File: src/design/aei_pkg.sv
// constants for the asynchronous event information encoder
// assumes one clock domain and host log reads presented as one-cycle pulses
package aei_pkg;
	localparam logic [2:0] TYPE_HEALTH = 3'h1;
	localparam logic [2:0] TYPE_NOTICE = 3'h2;
	localparam int TYPE_LSB = 0;
	localparam int INFO_LSB = 8;
	localparam int LOGID_LSB = 16;
	localparam logic [7:0] HI_RELIABILITY = 8'h00;
	localparam logic [7:0] HI_TEMPERATURE = 8'h01;
	localparam logic [7:0] HI_SPARE = 8'h02;
	localparam logic [7:0] NI_NS_CHANGED = 8'h00;
	localparam logic [7:0] NI_FW_ACTIVATE = 8'h01;
	localparam logic [7:0] NI_TELEMETRY = 8'h02;
	localparam logic [7:0] NI_ACCESS = 8'h03;
	localparam logic [7:0] NI_LATENCY_AGG = 8'h04;
	localparam logic [7:0] NI_BLOCK_STATUS = 8'h05;
	localparam logic [7:0] NI_ENDURANCE_AGG = 8'h06;
	localparam logic [7:0] LOG_NS_CHANGED = 8'h04;
	// log identifiers below are parameters of the top; these are their defaults
	localparam logic [7:0] LOG_HEALTH_DEF = 8'h02;
	localparam logic [7:0] LOG_FW_SLOT_DEF = 8'h03;
	localparam logic [7:0] LOG_TELEMETRY_DEF = 8'h08;
	localparam logic [7:0] LOG_ACCESS_DEF = 8'h0C;
	localparam logic [7:0] LOG_LATENCY_DEF = 8'h0B;
	localparam logic [7:0] LOG_BLOCK_DEF = 8'h0E;
	localparam logic [7:0] LOG_ENDURANCE_DEF = 8'h0F;
	localparam int NUM_EV = 9;
	localparam logic [6:0] FPI_ZERO = 7'h00;
	typedef enum logic [3:0] {
		EV_RELIAB, EV_TEMP, EV_SPARE, EV_NS, EV_FW, EV_TELEM, EV_ACCESS, EV_LATENCY, EV_BLOCK
	} aei_ev_t;
endpackage

File: src/design/aei_encoder.sv
// asynchronous event information encoder: latches events, reports one at a time
// assumes the host side holds a request level until an event is shown, and sends one-cycle log-read pulses
`timescale 1ns/1ns
module aei_encoder #(
	parameter logic [7:0] LOG_HEALTH     = aei_pkg::LOG_HEALTH_DEF,
	parameter logic [7:0] LOG_FW_SLOT    = aei_pkg::LOG_FW_SLOT_DEF,
	parameter logic [7:0] LOG_TELEMETRY  = aei_pkg::LOG_TELEMETRY_DEF,
	parameter logic [7:0] LOG_ACCESS     = aei_pkg::LOG_ACCESS_DEF,
	parameter logic [7:0] LOG_LATENCY    = aei_pkg::LOG_LATENCY_DEF,
	parameter logic [7:0] LOG_BLOCK      = aei_pkg::LOG_BLOCK_DEF,
	parameter logic [7:0] LOG_ENDURANCE  = aei_pkg::LOG_ENDURANCE_DEF
) (
	// clock and reset
	input  wire logic        clock_i,
	input  wire logic        srst_i,
	// health sources: one-cycle pulses, then temperature and spare levels with their thresholds
	input  wire logic        media_error_i,
	input  wire logic        internal_error_i,
	input  wire logic        read_only_i,
	input  wire logic        read_only_by_wp_i,
	input  wire logic        backup_fail_i,
	input  wire logic [15:0] temperature_i,
	input  wire logic [15:0] over_temp_thresh_i,
	input  wire logic [15:0] under_temp_thresh_i,
	input  wire logic [7:0]  spare_avail_i,
	input  wire logic [7:0]  spare_thresh_i,
	// notice sources: one-cycle pulses, except format_progress_i, which is a level
	input  wire logic        ns_identify_change_i,
	input  wire logic        ns_list_change_i,
	input  wire logic        ns_util_only_i,
	input  wire logic        ns_group_id_only_i,
	input  wire logic        ns_capacity_by_access_i,
	input  wire logic [6:0]  format_progress_i,
	input  wire logic        fw_activate_start_i,
	input  wire logic        fw_activate_done_i,
	input  wire logic        telemetry_saved_i,
	input  wire logic        access_change_i,
	input  wire logic        access_by_ns_mgmt_i,
	input  wire logic        latency_agg_added_i,
	input  wire logic        block_alert_i,
	input  wire logic        endurance_agg_added_i,
	// host side
	input  wire logic        aer_outstanding_i,
	input  wire logic        log_read_i,
	input  wire logic [7:0]  log_read_id_i,
	input  wire logic        log_read_retain_i,
	// outputs
	output logic             event_valid_o,
	output logic [31:0]      event_dword0_o,
	output logic             processing_paused_flag_o,
	output logic             telemetry_data_avail_o,
	output logic [8:0]       pending_o,
	output logic [8:0]       reported_o
);
	import aei_pkg::*;

	////////////////////////////////////////////////////////////////////////////
	logic [8:0]  raise;
	logic [8:0]  clear;
	logic [8:0]  pend_reg;
	logic [8:0]  rep_reg;
	logic [6:0]  fpi_reg;
	logic        fpi_seen_reg;
	logic        spare_low_reg;
	logic        temp_bad_reg;
	logic        tele_reg;
	logic        fpi_edge;
	logic        temp_bad;
	logic        spare_low;
	logic        ev_valid_reg;
	logic [31:0] dw_reg;
	logic [3:0]  sel;
	logic        sel_ok;

	function automatic logic [31:0] pack_dw(input logic [2:0] t, input logic [7:0] info, input logic [7:0] lid);
		pack_dw = 32'h0000_0000;
		pack_dw[TYPE_LSB +: 3] = t;
		pack_dw[INFO_LSB +: 8] = info;
		pack_dw[LOGID_LSB +: 8] = lid;
	endfunction

	////////////////////////////////////////////////////////////////////////////
	// condition detection
	assign temp_bad = (temperature_i >= over_temp_thresh_i) || (temperature_i <= under_temp_thresh_i);
	assign spare_low = spare_avail_i < spare_thresh_i;
	// only the zero/nonzero boundary of the progress indicator matters
	assign fpi_edge = fpi_seen_reg && ((fpi_reg == FPI_ZERO) != (format_progress_i == FPI_ZERO));

	always_comb begin
		raise = 9'h000;
		raise[EV_RELIAB] = media_error_i || internal_error_i || backup_fail_i
			|| (read_only_i && !read_only_by_wp_i);
		raise[EV_TEMP] = temp_bad && !temp_bad_reg;
		raise[EV_SPARE] = spare_low && !spare_low_reg;
		raise[EV_NS] = ((ns_identify_change_i && !ns_util_only_i && !ns_group_id_only_i
			&& !ns_capacity_by_access_i) || ns_list_change_i || fpi_edge);
		raise[EV_FW] = fw_activate_start_i;
		raise[EV_TELEM] = tele_reg;
		raise[EV_ACCESS] = access_change_i && !access_by_ns_mgmt_i;
		raise[EV_LATENCY] = latency_agg_added_i;
		raise[EV_BLOCK] = block_alert_i;
	end

	always_comb begin
		clear = 9'h000;
		if (log_read_i) begin
			clear[EV_RELIAB] = log_read_id_i == LOG_HEALTH;
			clear[EV_TEMP] = log_read_id_i == LOG_HEALTH;
			clear[EV_SPARE] = log_read_id_i == LOG_HEALTH;
			clear[EV_NS] = (log_read_id_i == LOG_NS_CHANGED) && !log_read_retain_i;
			clear[EV_FW] = log_read_id_i == LOG_FW_SLOT;
			clear[EV_TELEM] = (log_read_id_i == LOG_TELEMETRY) && !log_read_retain_i;
			clear[EV_ACCESS] = (log_read_id_i == LOG_ACCESS) && !log_read_retain_i;
			clear[EV_LATENCY] = (log_read_id_i == LOG_LATENCY) && !log_read_retain_i;
			clear[EV_BLOCK] = (log_read_id_i == LOG_BLOCK) && !log_read_retain_i;
		end
	end

	////////////////////////////////////////////////////////////////////////////
	// history of levels used for edges
	always_ff @(posedge clock_i) begin
		if (srst_i) begin
			fpi_reg <= 7'h00;
			fpi_seen_reg <= 1'b0;
			temp_bad_reg <= 1'b0;
			spare_low_reg <= 1'b0;
		end else begin
			fpi_reg <= format_progress_i;
			fpi_seen_reg <= 1'b1;
			temp_bad_reg <= temp_bad;
			spare_low_reg <= spare_low;
		end
	end

	// telemetry is marked available one cycle before its notice is pending
	always_ff @(posedge clock_i) begin
		if (srst_i) begin
			tele_reg <= 1'b0;
			telemetry_data_avail_o <= 1'b0;
		end else begin
			tele_reg <= telemetry_saved_i;
			if (telemetry_saved_i) begin
				telemetry_data_avail_o <= 1'b1;
			end else if (clear[EV_TELEM]) begin
				telemetry_data_avail_o <= 1'b0;
			end
		end
	end

	always_ff @(posedge clock_i) begin
		if (srst_i) begin
			processing_paused_flag_o <= 1'b0;
		end else if (fw_activate_start_i) begin
			processing_paused_flag_o <= 1'b1;
		end else if (fw_activate_done_i) begin
			processing_paused_flag_o <= 1'b0;
		end
	end

	////////////////////////////////////////////////////////////////////////////
	// pending and reported: a new raise beats a clear in the same cycle
	always_ff @(posedge clock_i) begin
		if (srst_i) begin
			pend_reg <= 9'h000;
		end else begin
			pend_reg <= (pend_reg & ~clear) | raise;
		end
	end

	// endurance aggregate event is kept apart: it is not in the nine-bit set
	logic endur_pend_reg;
	logic endur_rep_reg;
	logic endur_clear;
	assign endur_clear = log_read_i && (log_read_id_i == LOG_ENDURANCE) && !log_read_retain_i;

	always_ff @(posedge clock_i) begin
		if (srst_i) begin
			endur_pend_reg <= 1'b0;
		end else begin
			endur_pend_reg <= (endur_pend_reg && !endur_clear) || endurance_agg_added_i;
		end
	end

	// lowest pending, unreported event wins; selection is combinational
	always_comb begin
		sel = 4'h0;
		sel_ok = 1'b0;
		for (int i = NUM_EV - 1; i >= 0; i--) begin
			if (pend_reg[i] && !rep_reg[i]) begin
				sel = i[3:0];
				sel_ok = 1'b1;
			end
		end
	end

	logic take;
	logic take_endur;
	assign take = aer_outstanding_i && !ev_valid_reg && sel_ok;
	assign take_endur = aer_outstanding_i && !ev_valid_reg && !sel_ok && endur_pend_reg && !endur_rep_reg;

	always_ff @(posedge clock_i) begin
		if (srst_i) begin
			rep_reg <= 9'h000;
		end else begin
			for (int i = 0; i < NUM_EV; i++) begin
				if (clear[i] && !raise[i]) begin
					rep_reg[i] <= 1'b0;
				end else if (take && sel == i[3:0]) begin
					rep_reg[i] <= 1'b1;
				end
			end
		end
	end

	always_ff @(posedge clock_i) begin
		if (srst_i) begin
			endur_rep_reg <= 1'b0;
		end else if (endur_clear && !endurance_agg_added_i) begin
			endur_rep_reg <= 1'b0;
		end else if (take_endur) begin
			endur_rep_reg <= 1'b1;
		end
	end

	////////////////////////////////////////////////////////////////////////////
	// completion dword; only codes 00h..06h are ever produced
	always_ff @(posedge clock_i) begin
		if (srst_i) begin
			ev_valid_reg <= 1'b0;
			dw_reg <= 32'h0000_0000;
		end else begin
			ev_valid_reg <= take || take_endur;
			if (take_endur) begin
				dw_reg <= pack_dw(TYPE_NOTICE, NI_ENDURANCE_AGG, LOG_ENDURANCE);
			end else if (take) begin
				case (sel)
					EV_RELIAB:  dw_reg <= pack_dw(TYPE_HEALTH, HI_RELIABILITY, LOG_HEALTH);
					EV_TEMP:    dw_reg <= pack_dw(TYPE_HEALTH, HI_TEMPERATURE, LOG_HEALTH);
					EV_SPARE:   dw_reg <= pack_dw(TYPE_HEALTH, HI_SPARE, LOG_HEALTH);
					EV_NS:      dw_reg <= pack_dw(TYPE_NOTICE, NI_NS_CHANGED, LOG_NS_CHANGED);
					EV_FW:      dw_reg <= pack_dw(TYPE_NOTICE, NI_FW_ACTIVATE, LOG_FW_SLOT);
					EV_TELEM:   dw_reg <= pack_dw(TYPE_NOTICE, NI_TELEMETRY, LOG_TELEMETRY);
					EV_ACCESS:  dw_reg <= pack_dw(TYPE_NOTICE, NI_ACCESS, LOG_ACCESS);
					EV_LATENCY: dw_reg <= pack_dw(TYPE_NOTICE, NI_LATENCY_AGG, LOG_LATENCY);
					default:    dw_reg <= pack_dw(TYPE_NOTICE, NI_BLOCK_STATUS, LOG_BLOCK);
				endcase
			end
		end
	end

	assign event_valid_o = ev_valid_reg;
	assign event_dword0_o = dw_reg;
	assign pending_o = pend_reg;
	assign reported_o = rep_reg;
endmodule

File: config.mk
export PLATFORM = sky130hd
export DESIGN_NAME = aei_encoder
export DESIGN_NICKNAME = d
export VERILOG_FILES = /design/src/design/aei_pkg.sv /design/src/design/aei_encoder.sv
export SDC_FILE = /design/constraint.sdc
export NUM_CORES = 1
export LEC_CHECK = 0
export BUFFER_PORTS_ARGS = -buffer_cell sky130_fd_sc_hd__buf_2
export CAP_MARGIN = 10
export CORE_MARGIN = 3
export CORE_UTILIZATION = 50
export CTS_CLUSTER_DIAMETER = 40
export DETAILED_ROUTE_END_ITERATION = 12
export GPL_ROUTABILITY_DRIVEN = 0
export PLACE_DENSITY_LB_ADDON = 0.12
export SLEW_MARGIN = 0
export SYNTH_ARGS = -nofsm -noshare
export SYNTH_HDL_FRONTEND = slang
export SYNTH_SLANG_ARGS = --single-unit
File: constraint.sdc
create_clock -name clock_i -period 6.4 [get_ports clock_i]
set_input_delay 0.32 -clock clock_i [delete_from_list [all_inputs] [get_ports clock_i]]
set_output_delay 0.32 -clock clock_i [all_outputs]
set_load 0.05 [all_outputs]
Word-level counts from Yosys, hierarchy flattened. Memories as Yosys holds them, arrays and structs flattened. Cells that the tools add are included.

Order comparisons: 3. Eq/ne operators: 17. Mux-type cells: 27. Bitwise gates (word level): 3. Reductions and logical operators: 105.

Operators with widths (count): 1-bit logical AND (49); 8-bit by 4-bit == test with 1-bit output, second input constant (5); 20-bit two-way mux (2); 4-bit two-way mux (9); 32-bit two-way mux (1); 1-bit zero test (31); 2-bit OR reduction (11); 4-bit by 3-bit == test with 1-bit output, second input constant (4); 8-bit by 2-bit == test with 1-bit output, second input constant (2); 16-bit >= comparator (1); 16-bit <= comparator (1); 7-bit zero test (2); 1-bit two-way mux (14); 9-bit bitwise AND (1); 9-bit two-way mux (1); 9-bit NOT (1); 9-bit OR (1); 4-bit by 2-bit == test with 1-bit output, second input constant (2); 8-bit by 3-bit == test with 1-bit output, second input constant (1); 1-bit logical OR (8); 8-bit less-than comparator (1); 2-bit nonzero test (3); 4-bit by 1-bit == test with 1-bit output, second input constant (1); 4-bit == test, second input constant (1); 2 further kinds (2).

Register bits after elaboration: 66. ROM bits: 72. Input bits: 102. Output and inout port bits: 53. Memories: 1.

Memory list: (no name shown) (depth 8, bits a word 9, read ports 1, clocked after memory_dff 0, write ports 0, line aei_encoder.sv:236) `case (sel)`.

Longest topological paths before layout.
Depth in word-level cells: 16. Mapped depth: 9.

Worst setup path after synthesis. Ideal clock, no wire load.

Kind: reg-to-reg. Start point: reg pend_reg[4] (netlist: pending_o[4]). End point: reg dw_reg[1] (netlist: event_dword0_o[1]). Arrival time: 2.297 ns. Setup slack: 3.970 ns. Stages on the path, launching flop included: 9. Buffers on the path: 0. Clock period less this slack: 2.430 ns. Path through: dfxtp_1 > nor2b_1 > o21ai_0 > a21oi_1 > inv_1 > ha_1 > or3_1 > o21ai_1 > a21oi_1.

Longest elaborated chain between the ends: 11. Elaborated cells between the ends (all ways): 21. Classes of those cells: mux (13); reduce/logical (7); memory (1).

Ends and longest elaborated chain: start, declared (line aei_encoder.sv:60) `logic [8:0] pend_reg;`; start signal, assigned (line aei_encoder.sv:166) `pend_reg <= (pend_reg & ~clear) | raise;`; 1-bit logical AND (*) (line aei_encoder.sv:189) `if (pend_reg[i] && !rep_reg[i]) begin`; branches (longest 10 deep; another with memory read 8 x 9 bit); end signal, assigned (line aei_encoder.sv:234) `dw_reg <= pack_dw(TYPE_NOTICE, NI_ENDURANCE_AGG, LOG_ENDURANCE);`; end signal, assigned (line aei_encoder.sv:237) `EV_RELIAB: dw_reg <= pack_dw(TYPE_HEALTH, HI_RELIABILITY, LOG_HEALTH);`; end signal, assigned (line aei_encoder.sv:238) `EV_TEMP: dw_reg <= pack_dw(TYPE_HEALTH, HI_TEMPERATURE, LOG_HEALTH);`; end, declared (line aei_encoder.sv:71) `logic [31:0] dw_reg;`.

Mark *: on every way between the ends. The select of a mux whose other input is x is not followed. A chain may end at the register's enable or synchronous reset.

Worst setup path in the final report. Ends and elaborated chain as after synthesis.

==> impl_metrics.yaml <==
min_path:
  hp-class: "in -> reg"
timing:
  whs_ns: 0.230
  rsz0062_at_grt: "false"
  fmax_mhz: 419
  relSlewSlack_pct: 55.3
  setup-violations-final: 0
  finalCritPeriodShare_pct: 37.3
  worst_pin_slew_ns: 0.654
  setup_tns_ns: 0
  hold_violations: 0
  finalCriticalPeriod_ns: 2.39
  clock_skew_ns: 0.00637
  drv_slew: 0
setup_path:
  crit_path_start: "pending_o[4]"
  worst-path-max-fanout: 6
  cp.required_ns: 6.57
  start_kind: "flop"
  endpoint: "event_dword0_o[1]"
  cp.arrival_ns: 2.56
  worstReg2RegEnd: "event_dword0_o[1]"
  reg2reg_slack_ns: 4.01
  reg2reg_from: "pending_o[4]"
  worstSetupPathType: "reg -> reg"
  r2r_cells: 8
  crit_path_end_kind: "flop"
clock_network:
  cts_resized: 0
  postCtsSetupBuffers: 0
  numCtsBuffers: 5
  tritoncts: "yes"
  clockBufferDepth: 2
  root_buffer: "clkbuf_8"
  cts.htree.levels: 2
  ctsHoldBuffers: 0
  clock_latency_ns: 0.30
  clkTransAtPathRegs_ns: 0.09
  cts_sinks: 43
pwr:
  comb_power_share_pct: 36.8
  clock_power_share_pct: 23.7
  p_int_uw: 458
  p_switching_uw: 298
  power.density_nw_per_um2: 199
  p_leak_nw: 2.05
  irDropWorstVdd_v: 0.000144
  swShare_pct: 39.4
  seq_power_share_pct: 39.5
run:
  cap_viol_max_count: 0
floorplanning:
  io_pins: 155
  dieArea_um2: 7110
  core_area_um2: 5710
  fp.dieH_um: 84.3
  num_rows: 27
  die_w_um: 84.3
  start_util_pct: 53.8
logic_synthesis:
  synth_edf_count: 0
  synthDistinctLibCells: 52
  ys_ff_latch: 43
  syn_inst: 372
  syn_avg_cell_area_um2: 8.25
  async_flop_share_pct: 0
  synth_warnings: 0
  synth_area_um2: 3070
  synth_seq_area_share_pct: 28.0
  ys.flop_type: "dfxtp_1"
route:
  drtPass1Iterations: 4
  drtAntennaViolNets: 0
  viasPerCell: 5.04
  drc_errors: 0
  via_count: 2915
  wire_per_inst_um: 12.8
  first_iter_violations: 63
  postRouteWirelength_um: 7430
global_route:
  met3_usage_pct: 6.08
  grt-busiest-layer: "met2"
  antenna_found_initial: 0
  met1_usage_pct: 26.6
  grt_max_degree: 37
  grt_pass1_wl_um: 12800
  grt.total_usage_pct: 21.5
  grt_overflow: 0
  first_global_vias: 2960
  use_met2_pct: 37.2
place:
  hpwl_um: 6440
  port_buffers: 131
final_layout:
  num-nets-final: 653
  antenna-diode-count: 0
  syn2layout_area_growth_pct: 23.9
  final_layout_size_suffix_gt1_share_pct: 30.2
  fin_util_pct: 66.6
  final.fill_count: 520
run_status:
  status: "finished clean"
synthesized netlist by cell type (3+ instances only):
cell type	count	area, um^2
inv_1	49	184
ha_1	46	576
dfxtp_1	43	861
nor2_1	35	131
a21oi_1	34	170
buf_4	23	173
nor2b_1	19	119
nand2_1	17	63.8
a211oi_1	9	67.6
a21o_1	8	60.1
nand2b_1	8	50.1
nand4_1	7	43.8
nor3_1	6	30.0
o21ai_0	6	30.0
a31oi_1	5	31.3
o21ai_1	5	25.0
clkbuf_1	3	11.3
nand3_1	3	15.0
or4_1	3	22.5
critical path: stages, from the launching register on:
cell	delay [ns]
dfxtp_1	0.35
nor2b_1	0.30
o21ai_0	0.16
a21oi_1	0.45
inv_1	0.17
ha_1	0.30
or3_1	0.38
o21ai_1	0.08
a21oi_1	0.08
layer usage:
metal | part of all wire [%] | routed length [um]
met2 | 46 | 3420
met5 | 0 | 0
met3 | 9.0 | 670
met4 | 1.2 | 91
met1 | 44 | 3240
logic make-up after synthesis:
| group | Yosys count | synth area share (%) |
|---|---|---|
| AND/OR/NAND/NOR | 113 | 20.8 |
| AO/OA/AOI/OAI | 92 | 19.9 |
| XOR/XNOR | 1 | 0.285 |
| buffers and inverters | 76 | 12.1 |
| other | 1 | 0.122 |
| adder cells (fa/ha/maj) | 46 | 18.8 |
| flip-flops | 43 | 28.0 |
through the flow:
stage | power, mW | cell area (um^2) | setup WS (ns) | instances
2_1_floorplan | 0.514 | 3150 | 3.97 | 394
3_3_place_gp | 0.577 | 3710 | 4.19 | 570
3_5_place_dp | 0.583 | 3710 | 4.06 | 570
4_1_cts | 0.761 | 3800 | 4.03 | 578
5_1_grt | 0.805 | 3800 | 3.78 | 578
6_report | 0.756 | 3800 | 4.01 | 578
power groups by stage:
stage	Sequential, mW	Clock [mW]	Combinational, mW
after global placement	0.304	0	0.273
after floorplan	0.355	0	0.159
after CTS	0.299	0.183	0.279
final	0.299	0.179	0.278
after detailed placement	0.305	0	0.278
after global routing	0.302	0.195	0.308
worst min path at each step:
stage,start,to,slack (ns),cells past startpoint
after floorplan,tele_reg,pending_o[5],0.43,2
after global placement,tele_reg,pending_o[5],0.45,2
after detailed placement,tele_reg,pending_o[5],0.46,2
after CTS,telemetry_saved_i,telemetry_data_avail_o,0.22,3
after global routing,format_progress_i[2],fpi_reg[2],0.23,2
final,telemetry_saved_i,telemetry_data_avail_o,0.23,3
cell usage in the layout, fill, tap and decap left out, types with 3 or more instances in the layout:
cell	Yosys	layout
a211oi_1	9	9
a21o_1	8	8
a21oi_1	34	34
a31oi_1	5	5
buf_2	0	131
clkbuf_8	0	5
conb_1	1	23
dfxtp_1	43	43
ha_1	46	46
inv_1	49	49
nand2_1	17	17
nand2b_1	8	8
nand3_1	3	3
nand4_1	7	7
nor2_1	35	35
nor2b_1	19	19
nor3_1	6	6
o21ai_0	6	6
o21ai_1	5	5
or4_1	3	3
cell type report:
| type | count | area (um^2) | area share [%] |
|---|---|---|---|
| Clock inverter | 3 | 23.8 | 0.625 |
| Inverter | 49 | 184 | 4.84 |
| Timing Repair Buffer | 131 | 656 | 17.2 |
| Tap cell | 72 | 90.1 | 2.37 |
| Multi-Input combinational cell | 275 | 1920 | 50.5 |
| Sequential cell | 43 | 861 | 22.6 |
| Clock buffer | 5 | 68.8 | 1.81 |
No activity file was read; power rests on OpenSTA's default activity.
